<file path="config.mk">
export PLATFORM = sky130hd
export DESIGN_NAME = mis_dev_end_flat
export DESIGN_NICKNAME = d
export VERILOG_FILES = /design/src/shared/mis_pkg.sv /design/src/shared/mis_link_if.sv /design/src/rtl/mis_dev_end.sv /design/src/flat_wrapper.sv
export SDC_FILE = /design/constraint.sdc
export NUM_CORES = 2
export LEC_CHECK = 0
export ABC_AREA = 1
export BUFFER_PORTS_ARGS = -buffer_cell sky130_fd_sc_hd__buf_2
export CORE_MARGIN = 2
export CORE_UTILIZATION = 55
export CTS_CLUSTER_SIZE = 8
export DETAILED_ROUTE_END_ITERATION = 16
export GPL_ROUTABILITY_DRIVEN = 0
export PLACE_DENSITY = 0.72
export SLEW_MARGIN = 20
export SYNTH_ARGS = -nofsm -noshare
export SYNTH_HDL_FRONTEND = slang
export SYNTH_SLANG_ARGS = --single-unit
</file>
<file path="constraint.sdc">
create_clock -name MCLK_IN -period 50.9 [get_ports MCLK_IN]
set_input_delay 5.09 -clock MCLK_IN [delete_from_list [all_inputs] [get_ports MCLK_IN]]
set_output_delay 5.09 -clock MCLK_IN [all_outputs]
set_load 0.02 [all_outputs]
</file>
<file path="src/shared/mis_pkg.sv">
// constants and types shared by both ends of the interrupt service link
package mis_pkg;
   localparam int NCPU = 2;
   localparam int NIPI = 4;
   localparam int NEXT = 16;
   localparam int NSRC = 20;
   localparam int SRCW = 5;
   // register block base, strap selected
   localparam logic [15:0] BASE_HI_A = 16'hFEFF;
   localparam logic [15:0] BASE_HI_B = 16'hFEFE;
   // controller offsets from the base
   localparam logic [15:0] OFF_CFG    = 16'h0020;
   localparam logic [15:0] OFF_STAT   = 16'h0024;
   localparam logic [15:0] OFF_IPIVP  = 16'h00A0;
   localparam logic [15:0] IPI_STRIDE = 16'h0010;
   localparam logic [15:0] OFF_SRCVP  = 16'h0400;
   localparam logic [15:0] OFF_SRCDST = 16'h0010;
   localparam logic [15:0] SRC_STRIDE = 16'h0020;
   localparam logic [2:0]  CPU_PAGE   = 3'h1;
   localparam logic [11:0] PG_DISP    = 12'h040;
   localparam logic [11:0] PG_TASK    = 12'h080;
   localparam logic [11:0] PG_ACK     = 12'h0A0;
   localparam logic [11:0] PG_EOI     = 12'h0B0;
   // field positions
   localparam int VP_MASK_BIT   = 31;
   localparam int VP_ACT_BIT    = 30;
   localparam int VP_PRI_LSB    = 16;
   localparam int CFG_MIXED_BIT = 0;
   localparam int STAT_SPUR_BIT = 0;
   // reset task priority, spurious vector and scan timing
   localparam logic [3:0] TASK_RST = 4'hF;
   localparam logic [7:0] SPUR_VEC = 8'hFF;
   localparam logic [3:0] SCAN_LAST = 4'hF;
   localparam logic [4:0] SCAN_CLOCKS = 5'h10;
   // command engine registers on the apb side
   localparam logic [11:0] H_ADDR  = 12'h000;
   localparam logic [11:0] H_WDATA = 12'h004;
   localparam logic [11:0] H_CTRL  = 12'h008;
   localparam logic [11:0] H_STAT  = 12'h00C;
   localparam logic [11:0] H_RDATA = 12'h010;
   localparam int CT_GO = 0;
   localparam int CT_WE = 1;
   localparam int CT_OP_LSB = 4;
   localparam int CT_BE_LSB = 8;
   localparam int HS_BUSY = 0;
   localparam int HS_DONE = 1;
   localparam int HS_ERR = 2;
   localparam int HS_IRQ_LSB = 4;
   typedef enum logic [1:0] {OP_PLAIN, OP_EOI, OP_RECFG, OP_RSVD} mis_op_t;
   typedef enum logic [3:0] {K_NONE, K_CFG, K_STAT, K_IPIVP, K_DISP, K_SRCVP, K_SRCDST,
                             K_TASK, K_ACK, K_EOI} mis_kind_t;
   typedef struct packed {
      mis_kind_t        kind;
      logic [SRCW-1:0]  idx;
      logic             cpu;
   } mis_dec_t;
endpackage : mis_pkg

</file>
<file path="src/shared/mis_link_if.sv">
// processor bus link between the processors' command engine and the controller
`timescale 1ns/1ps
interface mis_link_if (
   input wire logic clk,
   input wire logic rst_n
);
   logic        req;
   logic        we;
   logic [31:0] addr;
   logic [3:0]  be;
   logic [31:0] wdata;
   logic        ack;
   logic        err;
   logic [31:0] rdata;
   logic [1:0]  irq;
   modport dev (input req, we, addr, be, wdata, output ack, err, rdata, irq);
   modport host (output req, we, addr, be, wdata, input ack, err, rdata, irq);
endinterface : mis_link_if

</file>
<file path="src/rtl/mis_dev_end.sv">
// two-processor interrupt controller: service registers, selection and scan-in
`timescale 1ns/1ps
// Operation
// RULE_01: four inter-processor channels, own vector and priority
// RULE_02: dispatch mask raises channel at each set cpu
// RULE_03: dispatch register shared, reachable at two addresses
// RULE_04: own bit in mask interrupts the writer
// RULE_05: software masks, polls activity, changes, unmasks
// RULE_06: activity flag holds while pending or serviced
// RULE_07: per-cpu eoi ends highest-priority in-service source
// RULE_08: after acknowledge only strictly higher priority presented
// RULE_09: software writes zero to end-of-interrupt register
// RULE_10: acknowledge read returns the signalled source vector
// RULE_11: reset mode passes input 0 to cpu0
// RULE_12: software switches to mixed mode at init; the engine writes it at base FEFF only, missing when the strap selects FEFE
// RULE_13: deliver only above the cpu task priority
// RULE_14: distributed delivery chooses by task priorities
// RULE_15: task priority changes may act late
// RULE_16: level source negated scan-length clocks before eoi
// RULE_17: external inputs scanned serially, change seen late
// RULE_18: registers on processor bus, any single-beat size
// RULE_19: base selectable between two fixed addresses
// RULE_20: write-one-set and write-one-clear fields, zeros ignored
// RULE_21: in-service record set on acknowledge, cleared on eoi
// RULE_22: reset task priority 15, priorities zero, masked
module mis_dev_end (
   // clock and reset
   input  wire logic MCLK_IN,
   input  wire logic RST_N_IN,
   // strap and serial interrupt inputs
   input  wire logic BASE_SEL_IN,
   input  wire logic EXT_SER_IN,
   input  wire logic EXT_FRAME_IN,
   // processor bus link
   mis_link_if.dev   lnk
);
   typedef struct packed {
      logic [2:0]                                ser_sy;
      logic                                      ser_f;
      logic [2:0]                                frm_sy;
      logic                                      frm_f;
      logic                                      frm_prev;
      logic [mis_pkg::NEXT-1:0]                  shf;
      logic [3:0]                                scnt;
      logic [mis_pkg::NEXT-1:0]                  lvl;
      logic                                      strap_done;
      logic                                      base_sel;
      logic                                      mixed;
      logic                                      spur;
      logic [mis_pkg::NSRC-1:0][7:0]             vec;
      logic [mis_pkg::NSRC-1:0][3:0]             pri;
      logic [mis_pkg::NSRC-1:0]                  msk;
      logic [mis_pkg::NEXT-1:0][1:0]             dst;
      logic [mis_pkg::NCPU-1:0][mis_pkg::NIPI-1:0] ipp;
      logic [mis_pkg::NCPU-1:0][3:0]             tp;
      logic [mis_pkg::NCPU-1:0][mis_pkg::NSRC-1:0] isv;
      logic [mis_pkg::NCPU-1:0][mis_pkg::SRCW-1:0] lsrc;
      logic [mis_pkg::NCPU-1:0]                  lvld;
      logic                                      ack;
      logic                                      err;
      logic [31:0]                               rdata;
      logic [1:0]                                irq;
   } mis_dev_st_t;

   mis_dev_st_t q_ff;
   mis_dev_st_t nxt_q;

   function automatic mis_pkg::mis_dec_t dec(input logic [15:0] off);
      mis_pkg::mis_dec_t d;
      logic [15:0]       r;
      d = '{kind: mis_pkg::K_NONE, idx: '0, cpu: 1'b0};
      r = '0;
      if (off == mis_pkg::OFF_CFG) begin
         d.kind = mis_pkg::K_CFG;
      end else if (off == mis_pkg::OFF_STAT) begin
         d.kind = mis_pkg::K_STAT;
      end else if (off[15:13] == mis_pkg::CPU_PAGE) begin
         d.cpu = off[12];
         if (off[11:0] >= mis_pkg::PG_DISP && off[11:0] < mis_pkg::PG_TASK && off[3:0] == 4'h0) begin
            d.kind = mis_pkg::K_DISP;
            r = {4'h0, off[11:0] - mis_pkg::PG_DISP};
            d.idx = r[8:4];
         end else if (off[11:0] == mis_pkg::PG_TASK) begin
            d.kind = mis_pkg::K_TASK;
         end else if (off[11:0] == mis_pkg::PG_ACK) begin
            d.kind = mis_pkg::K_ACK;
         end else if (off[11:0] == mis_pkg::PG_EOI) begin
            d.kind = mis_pkg::K_EOI;
         end
      end else if (off >= mis_pkg::OFF_IPIVP && off[3:0] == 4'h0
                   && off < mis_pkg::OFF_IPIVP + 16'(mis_pkg::NIPI) * mis_pkg::IPI_STRIDE) begin
         d.kind = mis_pkg::K_IPIVP;
         r = off - mis_pkg::OFF_IPIVP;
         d.idx = 5'(mis_pkg::NEXT) + r[8:4];
      end else if (off >= mis_pkg::OFF_SRCVP && off[3:0] == 4'h0
                   && off < mis_pkg::OFF_SRCVP + 16'(mis_pkg::NEXT) * mis_pkg::SRC_STRIDE) begin
         r = off - mis_pkg::OFF_SRCVP;
         d.kind = (r[4] == mis_pkg::OFF_SRCDST[4]) ? mis_pkg::K_SRCDST : mis_pkg::K_SRCVP;
         d.idx = r[9:5];
      end
      return d;
   endfunction : dec

   function automatic logic [31:0] bmerge(input logic [31:0] old, input logic [31:0] nw, input logic [3:0] be);
      logic [31:0] m;
      m = old;
      for (int b = 0; b < 4; b++) begin
         if (be[b]) begin
            m[8*b +: 8] = nw[8*b +: 8];
         end
      end
      return m;
   endfunction : bmerge

   mis_pkg::mis_dec_t                    d;
   logic                                 hit;
   logic                                 take;
   logic [mis_pkg::NSRC-1:0]             act;
   logic [mis_pkg::NCPU-1:0]             sel_vld;
   logic [mis_pkg::NCPU-1:0][mis_pkg::SRCW-1:0] sel_src;
   logic [mis_pkg::NCPU-1:0][mis_pkg::SRCW-1:0] eoi_src;
   logic [mis_pkg::NCPU-1:0]             eoi_vld;
   logic [31:0]                          rdv;
   logic [31:0]                          wv;

   always_comb begin
      logic [3:0] bp;
      logic [3:0] hi;
      logic       pend;
      logic       oc;
      bp = '0;
      hi = '0;
      pend = 1'b0;
      oc = 1'b0;
      d = dec(lnk.addr[15:0]);
      hit = lnk.addr[31:16] == (q_ff.base_sel ? mis_pkg::BASE_HI_B : mis_pkg::BASE_HI_A); // RULE_19
      take = lnk.req & ~q_ff.ack; // RULE_18
      for (int s = 0; s < mis_pkg::NSRC; s++) begin
         act[s] = q_ff.isv[0][s] | q_ff.isv[1][s]; // RULE_06
         if (s < mis_pkg::NEXT) begin
            act[s] = act[s] | (q_ff.lvl[s] & ~q_ff.msk[s]);
         end else begin
            act[s] = act[s] | q_ff.ipp[0][s-mis_pkg::NEXT] | q_ff.ipp[1][s-mis_pkg::NEXT];
         end
      end
      for (int c = 0; c < mis_pkg::NCPU; c++) begin
         oc = (c == 0);
         hi = '0;
         eoi_vld[c] = 1'b0;
         eoi_src[c] = '0;
         for (int s = 0; s < mis_pkg::NSRC; s++) begin
            if (q_ff.isv[c][s] && (!eoi_vld[c] || q_ff.pri[s] > hi)) begin
               eoi_vld[c] = 1'b1; // RULE_07
               eoi_src[c] = 5'(s);
               hi = q_ff.pri[s];
            end
         end
         sel_vld[c] = 1'b0;
         sel_src[c] = '0;
         bp = '0;
         for (int s = 0; s < mis_pkg::NSRC; s++) begin
            if (s < mis_pkg::NEXT) begin
               if (q_ff.dst[s] == 2'b11) begin
                  // distributed: lower task priority wins, ties to cpu0
                  pend = (oc ? (q_ff.tp[0] <= q_ff.tp[1]) : (q_ff.tp[1] < q_ff.tp[0]))
                         & ~q_ff.isv[oc][s]; // RULE_14
               end else begin
                  pend = q_ff.dst[s][c];
               end
               pend = pend & q_ff.lvl[s] & ~q_ff.msk[s];
            end else begin
               pend = q_ff.ipp[c][s-mis_pkg::NEXT] & ~q_ff.msk[s]; // RULE_01
            end
            if (pend && q_ff.pri[s] > q_ff.tp[c] // RULE_13
                && (!eoi_vld[c] || q_ff.pri[s] > hi) // RULE_08
                && (!sel_vld[c] || q_ff.pri[s] > bp)) begin
               sel_vld[c] = 1'b1;
               sel_src[c] = 5'(s);
               bp = q_ff.pri[s];
            end
         end
      end
      rdv = '0;
      case (d.kind)
         mis_pkg::K_CFG: rdv[mis_pkg::CFG_MIXED_BIT] = q_ff.mixed;
         mis_pkg::K_STAT: rdv[mis_pkg::STAT_SPUR_BIT] = q_ff.spur;
         mis_pkg::K_IPIVP, mis_pkg::K_SRCVP: begin
            rdv[7:0] = q_ff.vec[d.idx];
            rdv[mis_pkg::VP_PRI_LSB +: 4] = q_ff.pri[d.idx];
            rdv[mis_pkg::VP_MASK_BIT] = q_ff.msk[d.idx];
            rdv[mis_pkg::VP_ACT_BIT] = act[d.idx];
         end
         mis_pkg::K_SRCDST: rdv[1:0] = q_ff.dst[d.idx[3:0]];
         mis_pkg::K_TASK: rdv[3:0] = q_ff.tp[d.cpu];
         mis_pkg::K_ACK: rdv[7:0] = q_ff.lvld[d.cpu] ? q_ff.vec[q_ff.lsrc[d.cpu]] : mis_pkg::SPUR_VEC; // RULE_10
         default: rdv = '0;
      endcase
      wv = bmerge(rdv, lnk.wdata, lnk.be);
   end

   always_comb begin
      logic ackc;
      ackc = 1'b0;
      nxt_q = q_ff;
      // three-stage pin sampling, a change counts once stages two and three agree
      nxt_q.ser_sy = {q_ff.ser_sy[1:0], EXT_SER_IN};
      nxt_q.frm_sy = {q_ff.frm_sy[1:0], EXT_FRAME_IN};
      if (q_ff.ser_sy[1] == q_ff.ser_sy[2]) begin
         nxt_q.ser_f = q_ff.ser_sy[2];
      end
      if (q_ff.frm_sy[1] == q_ff.frm_sy[2]) begin
         nxt_q.frm_f = q_ff.frm_sy[2];
      end
      nxt_q.frm_prev = q_ff.frm_f;
      // a level is seen only after a whole scan frame
      nxt_q.shf = {q_ff.ser_f, q_ff.shf[mis_pkg::NEXT-1:1]}; // RULE_17
      nxt_q.scnt = (q_ff.frm_f & ~q_ff.frm_prev) ? 4'h1 : q_ff.scnt + 4'h1;
      if (q_ff.scnt == mis_pkg::SCAN_LAST) begin
         nxt_q.lvl = nxt_q.shf;
      end
      // strap caught once after reset release
      if (!q_ff.strap_done) begin
         nxt_q.strap_done = 1'b1;
         nxt_q.base_sel = BASE_SEL_IN; // RULE_19
      end
      nxt_q.ack = take;
      nxt_q.err = take & (~hit | d.kind == mis_pkg::K_NONE);
      // writes and misses answer with a zero word so stale register contents never leak
      nxt_q.rdata = (take & hit & ~lnk.we) ? rdv : '0;
      if (take && hit && lnk.we) begin
         case (d.kind)
            mis_pkg::K_CFG: nxt_q.mixed = wv[mis_pkg::CFG_MIXED_BIT];
            mis_pkg::K_STAT: if (lnk.be[0] && lnk.wdata[mis_pkg::STAT_SPUR_BIT]) nxt_q.spur = 1'b0; // RULE_20
            mis_pkg::K_IPIVP, mis_pkg::K_SRCVP: begin
               nxt_q.vec[d.idx] = wv[7:0];
               nxt_q.pri[d.idx] = wv[mis_pkg::VP_PRI_LSB +: 4];
               nxt_q.msk[d.idx] = wv[mis_pkg::VP_MASK_BIT];
            end
            mis_pkg::K_SRCDST: nxt_q.dst[d.idx[3:0]] = wv[1:0];
            mis_pkg::K_DISP: begin
               // either page's copy reaches the one channel; zero bits leave pending alone
               for (int c = 0; c < mis_pkg::NCPU; c++) begin
                  if (lnk.be[0] && lnk.wdata[c]) nxt_q.ipp[c][d.idx[1:0]] = 1'b1; // RULE_02 RULE_03 RULE_04 RULE_20
               end
            end
            mis_pkg::K_TASK: nxt_q.tp[d.cpu] = wv[3:0]; // RULE_15
            mis_pkg::K_EOI: if (eoi_vld[d.cpu]) nxt_q.isv[d.cpu][eoi_src[d.cpu]] = 1'b0; // RULE_07 RULE_21
            default: nxt_q.mixed = q_ff.mixed;
         endcase
      end
      if (take && hit && !lnk.we && d.kind == mis_pkg::K_ACK) begin
         ackc = 1'b1;
         if (q_ff.lvld[d.cpu]) begin
            nxt_q.isv[d.cpu][q_ff.lsrc[d.cpu]] = 1'b1; // RULE_21
            if (q_ff.lsrc[d.cpu] >= 5'(mis_pkg::NEXT)) begin
               nxt_q.ipp[d.cpu][2'(q_ff.lsrc[d.cpu] - 5'(mis_pkg::NEXT))] = 1'b0;
            end
         end else begin
            nxt_q.spur = 1'b1; // set wins over the clear above
         end
      end
      // the latch holds still while its vector is being read
      for (int c = 0; c < mis_pkg::NCPU; c++) begin
         if (!(ackc && d.cpu == c[0])) begin
            nxt_q.lvld[c] = sel_vld[c];
            nxt_q.lsrc[c] = sel_src[c];
         end
      end
      nxt_q.irq[0] = q_ff.mixed ? q_ff.lvld[0] : q_ff.lvl[0]; // RULE_11
      nxt_q.irq[1] = q_ff.mixed & q_ff.lvld[1];
   end

   always_ff @(posedge MCLK_IN or negedge RST_N_IN) begin
      if (!RST_N_IN) begin
         q_ff <= '0;
         q_ff.tp <= {mis_pkg::NCPU{mis_pkg::TASK_RST}}; // RULE_22
         q_ff.msk <= '1;
      end else begin
         q_ff <= nxt_q;
      end
   end

   assign lnk.ack = q_ff.ack;
   assign lnk.err = q_ff.err;
   assign lnk.rdata = q_ff.rdata;
   assign lnk.irq = q_ff.irq;
endmodule : mis_dev_end

</file>
<file path="src/flat_wrapper.sv">
// flat-port wrapper written by rule: the top's interface ports become plain ports
module mis_dev_end_flat 
  (MCLK_IN, RST_N_IN, BASE_SEL_IN, EXT_SER_IN, EXT_FRAME_IN, clk, rst_n, lnk_req, lnk_we, lnk_addr, lnk_be, lnk_wdata, lnk_ack, lnk_err, lnk_rdata, lnk_irq);
  mis_link_if lnk_i (.clk(clk), .rst_n(rst_n));
  input  wire logic MCLK_IN;
  input  wire logic RST_N_IN;
  input  wire logic BASE_SEL_IN;
  input  wire logic EXT_SER_IN;
  input  wire logic EXT_FRAME_IN;
  input wire logic clk;
  input wire logic rst_n;
  input wire logic [$bits(lnk_i.req)-1:0] lnk_req;
  input wire logic [$bits(lnk_i.we)-1:0] lnk_we;
  input wire logic [$bits(lnk_i.addr)-1:0] lnk_addr;
  input wire logic [$bits(lnk_i.be)-1:0] lnk_be;
  input wire logic [$bits(lnk_i.wdata)-1:0] lnk_wdata;
  output wire logic [$bits(lnk_i.ack)-1:0] lnk_ack;
  output wire logic [$bits(lnk_i.err)-1:0] lnk_err;
  output wire logic [$bits(lnk_i.rdata)-1:0] lnk_rdata;
  output wire logic [$bits(lnk_i.irq)-1:0] lnk_irq;
  assign lnk_i.req = lnk_req;
  assign lnk_i.we = lnk_we;
  assign lnk_i.addr = lnk_addr;
  assign lnk_i.be = lnk_be;
  assign lnk_i.wdata = lnk_wdata;
  assign lnk_ack = lnk_i.ack;
  assign lnk_err = lnk_i.err;
  assign lnk_rdata = lnk_i.rdata;
  assign lnk_irq = lnk_i.irq;
  mis_dev_end u_core (.MCLK_IN(MCLK_IN), .RST_N_IN(RST_N_IN), .BASE_SEL_IN(BASE_SEL_IN), .EXT_SER_IN(EXT_SER_IN), .EXT_FRAME_IN(EXT_FRAME_IN), .lnk(lnk_i));
endmodule
</file>
==> impl_metrics.tcl <==
set metrics [dict create \
    synthTopCellsByArea "dfrtp_1, ha_1, nand2_1" \
    wl_met1_um 60900 \
    p_leak_nw 23.7 \
    cts_sinks 426 \
    avgSynthCellArea_um2 7.06 \
    port-buffer-count 72 \
    nNetsFinal 6665 \
    slew_headroom_pct 16.4 \
    synth_ff_type "dfrtp_1" \
    ant_nets 0 \
    grt_max_degree 175 \
    reg2reg_depth 376 \
    antenna_found_initial 4 \
    h-tree-depth 2 \
    peakVddDrop_mv 0.0293 \
    drt-initial-drc-count 5253 \
    drive_gt1_share_pct 10.3 \
    slew_violations 0 \
    yosysTopAreaCellShare_pct 23.4 \
    vias 45000 \
    viasPerCell 6.32 \
    grt_usage_pct 39.5 \
    dieHeight_um 282 \
    clock.fmax_ghz 0.0215 \
    worstSetupPathType "flip-flop to flip-flop" \
    grt_pass1_vias 41400 \
    synth_enable_flop_cells 0 \
    utilization_pct 59.7 \
    cts-root-buf "clkbuf_16" \
    regToRegEndpoint "u_core.q_ff[42]$_DFFE_PN0N_" \
    ys_ff_latch 426 \
    reg2reg_slack_ns 4.44 \
    r2r_start "u_core.q_ff[48]$_DFF_PN0_" \
    syn_inst 6027 \
    clk_path_buf_depth 3 \
    highest_layer "met5" \
    crit_buf_inv 36 \
    dr.pass1.iters 6 \
    critPathArrivalTime_ns 47.00 \
    max_stage_delay_ns 0.48 \
    startpoint_type "flip-flop" \
    crit_end "u_core.q_ff[42]$_DFFE_PN0N_" \
    synth_most_common_cell "nand2_1" \
    required_ns 51.45 \
    syn_area_um2 42500 \
    worst_pin_slew_ns 1.25 \
    clock_latency_ns 0.67 \
    finalClockSkew_ns 0.0321 \
    wl_met3_um 19000 \
    min_period_over_period_pct 91.3 \
    final_cells 7123 \
    route.detailed.wl_per_inst_um 22.4 \
    outcome "complete, no violations" \
    slowest_stage "o21ai_0" \
    yosys_warnings 0 \
    hp-class "flip-flop to flip-flop" \
    ios 113 \
    min_period_ns 46.46 \
    cts_buffers 59 \
    wl_um 160000 \
    grt_pass1_wl_um 241000 \
    synthTopCellsByCount "nand2_1, inv_1, o21ai_0, ha_1, nor2_1" \
    start_util_pct 55.8 \
    placed_cells 6978 \
    area_growth_pct 6.95 \
    wl_met2_um 67200 \
    seq_area_frac_synth_pct 25.2 \
    fp.dieArea_um2 79600 \
    crit_family "simple AND/OR/NAND/NOR gates" \
    grt_overflow 0 \
    async_reset_ff_share_pct 100 \
    clkTransAtPathRegs_ns 0.06 \
    synth_top_area_cell "dfrtp_1" \
    pwr_density_cell_nw_per_um2 17.8 \
    critPathLaunch "u_core.q_ff[48]$_DFF_PN0_" \
    rsz0062_at_grt "true" \
    ys_types 83 \
    remaining_drc_errors 0 \
    core-area_um2 76200 \
    cp_num_cells 376 \
    rows 101 \
    hpwl_um 114000 \
    setup_viol 0 \
    critPathMostFrequentCell "nand2_1" \
    hold_viol 0 \
    endpoint_kind "flip-flop" \
    cts_tree "yes" \
    fill_cells 7184 \
    worstPathMaxFanout 12 \
    die_w_um 282 \
    maxCapViolCount 0 \
]
==> layout make-up <==
type | count | area, um2 | share of cell area (%)
clock buffer | 107 | 1680 | 3.69
clock inverter | 3 | 68.8 | 0.151
inverter | 741 | 2810 | 6.18
tap | 1030 | 1290 | 2.83
multi-input combinational | 4635 | 27700 | 61.0
antenna | 3 | 7.51 | 0.0165
timing repair buffer | 178 | 1190 | 2.62
sequential | 426 | 10700 | 23.6
==> logic make-up (layout without fill, tap and decap cells) <==
| group | Yosys count | in the layout | synth area share [%] |
|---|---|---|---|
| adder cells (fa/ha/maj) | 549 | 549 | 16.1 |
| other | 2 | 22 | 0.0177 |
| AND/OR/NAND/NOR | 2561 | 2562 | 27.5 |
| XOR/XNOR | 3 | 3 | 0.0618 |
| multiplexers | 26 | 26 | 0.633 |
| buffers and inverters | 984 | 1029 | 10.5 |
| AO/OA/AOI/OAI | 1476 | 1476 | 20.1 |
| flip-flops | 426 | 426 | 25.2 |
==> worst register-to-register path: cells and delay by family, from the launching register on <==
family | cells | cell delay, ns
flops | 1 | 0.46
simple gates | 225 | 20.43
compound gates | 76 | 10.69
buf+inv | 36 | 1.90
fa+ha+maj | 39 | 12.96
==> cells in the final DEF, fill, tap and decap left out, types with 42 or more instances in the layout <==
master / count
inv_1: 698
nand2_4: 52
o21ai_0: 614
o22ai_1: 148
nand3_1: 376
ha_1: 547
nand2_1: 1238
a22oi_1: 53
buf_4: 104
o21bai_1: 81
clkbuf_16: 59
nand4_1: 178
a21oi_1: 278
dfrtp_1: 390
o211ai_1: 42
o21ai_1: 81
buf_2: 71
nand2_2: 161
clkbuf_1: 46
nor2_1: 397
==> metrics by stage <==
| stage | TNS (ns) | hold WS, ns | power [mW] | setup WS [ns] | cell area [um2] |
|---|---|---|---|---|---|
| after floorplan | 0 | 0.331 | 0.395 | 9.57 | 42600 |
| after global placement | 0 | 0.334 | 0.430 | 4.34 | 43300 |
| after detailed placement | 0 | 0.338 | 0.431 | 3.38 | 43300 |
| after CTS | 0 | 0.353 | 0.805 | 3.24 | 45000 |
| after global routing | -0.354 | 0.357 | 0.829 | -0.101 | 45500 |
| final | 0 | 0.350 | 0.811 | 4.44 | 45500 |
==> report_power, final <==
part	leakage [nW]	switching [mW]	total [mW]	internal (mW)
Clock	0.823	0.161	0.381	0.220
Combinational	17.2	0.0581	0.0759	0.0178
Sequential	5.64	0.00502	0.353	0.348
==> layer usage <==
| metal | vias to the layer above | track usage (%) |
|---|---|---|
| li1 | 20700 | - |
| met1 | 20900 | 50.5 |
| met2 | 2720 | 59.8 |
| met3 | 690 | 8.90 |
| met4 | 4 | 26.0 |
| met5 | - | 0 |
==> how the worst min path moves through the flow <==
stage	startpoint	slack, ns	depth (start not counted)	endpoint
2_1_floorplan	u_core.nxt_q[439]$_DFF_PN0_	0.33	0	u_core.nxt_q[440]$_DFF_PN0_
3_3_place_gp	u_core.nxt_q[439]$_DFF_PN0_	0.33	0	u_core.nxt_q[440]$_DFF_PN0_
3_5_place_dp	u_core.nxt_q[439]$_DFF_PN0_	0.34	0	u_core.nxt_q[440]$_DFF_PN0_
4_1_cts	u_core.nxt_q[439]$_DFF_PN0_	0.35	0	u_core.nxt_q[440]$_DFF_PN0_
5_1_grt	u_core.nxt_q[439]$_DFF_PN0_	0.36	0	u_core.nxt_q[440]$_DFF_PN0_
6_report	u_core.nxt_q[439]$_DFF_PN0_	0.35	0	u_core.nxt_q[440]$_DFF_PN0_
==> timing repair <==
item                       4_1_cts  5_1_grt
hold buffers                     0        0
setup endpoints to repair        0       10
setup buffers                    0       31
resized for setup                0      104
Power figures use the tool's default switching activity.
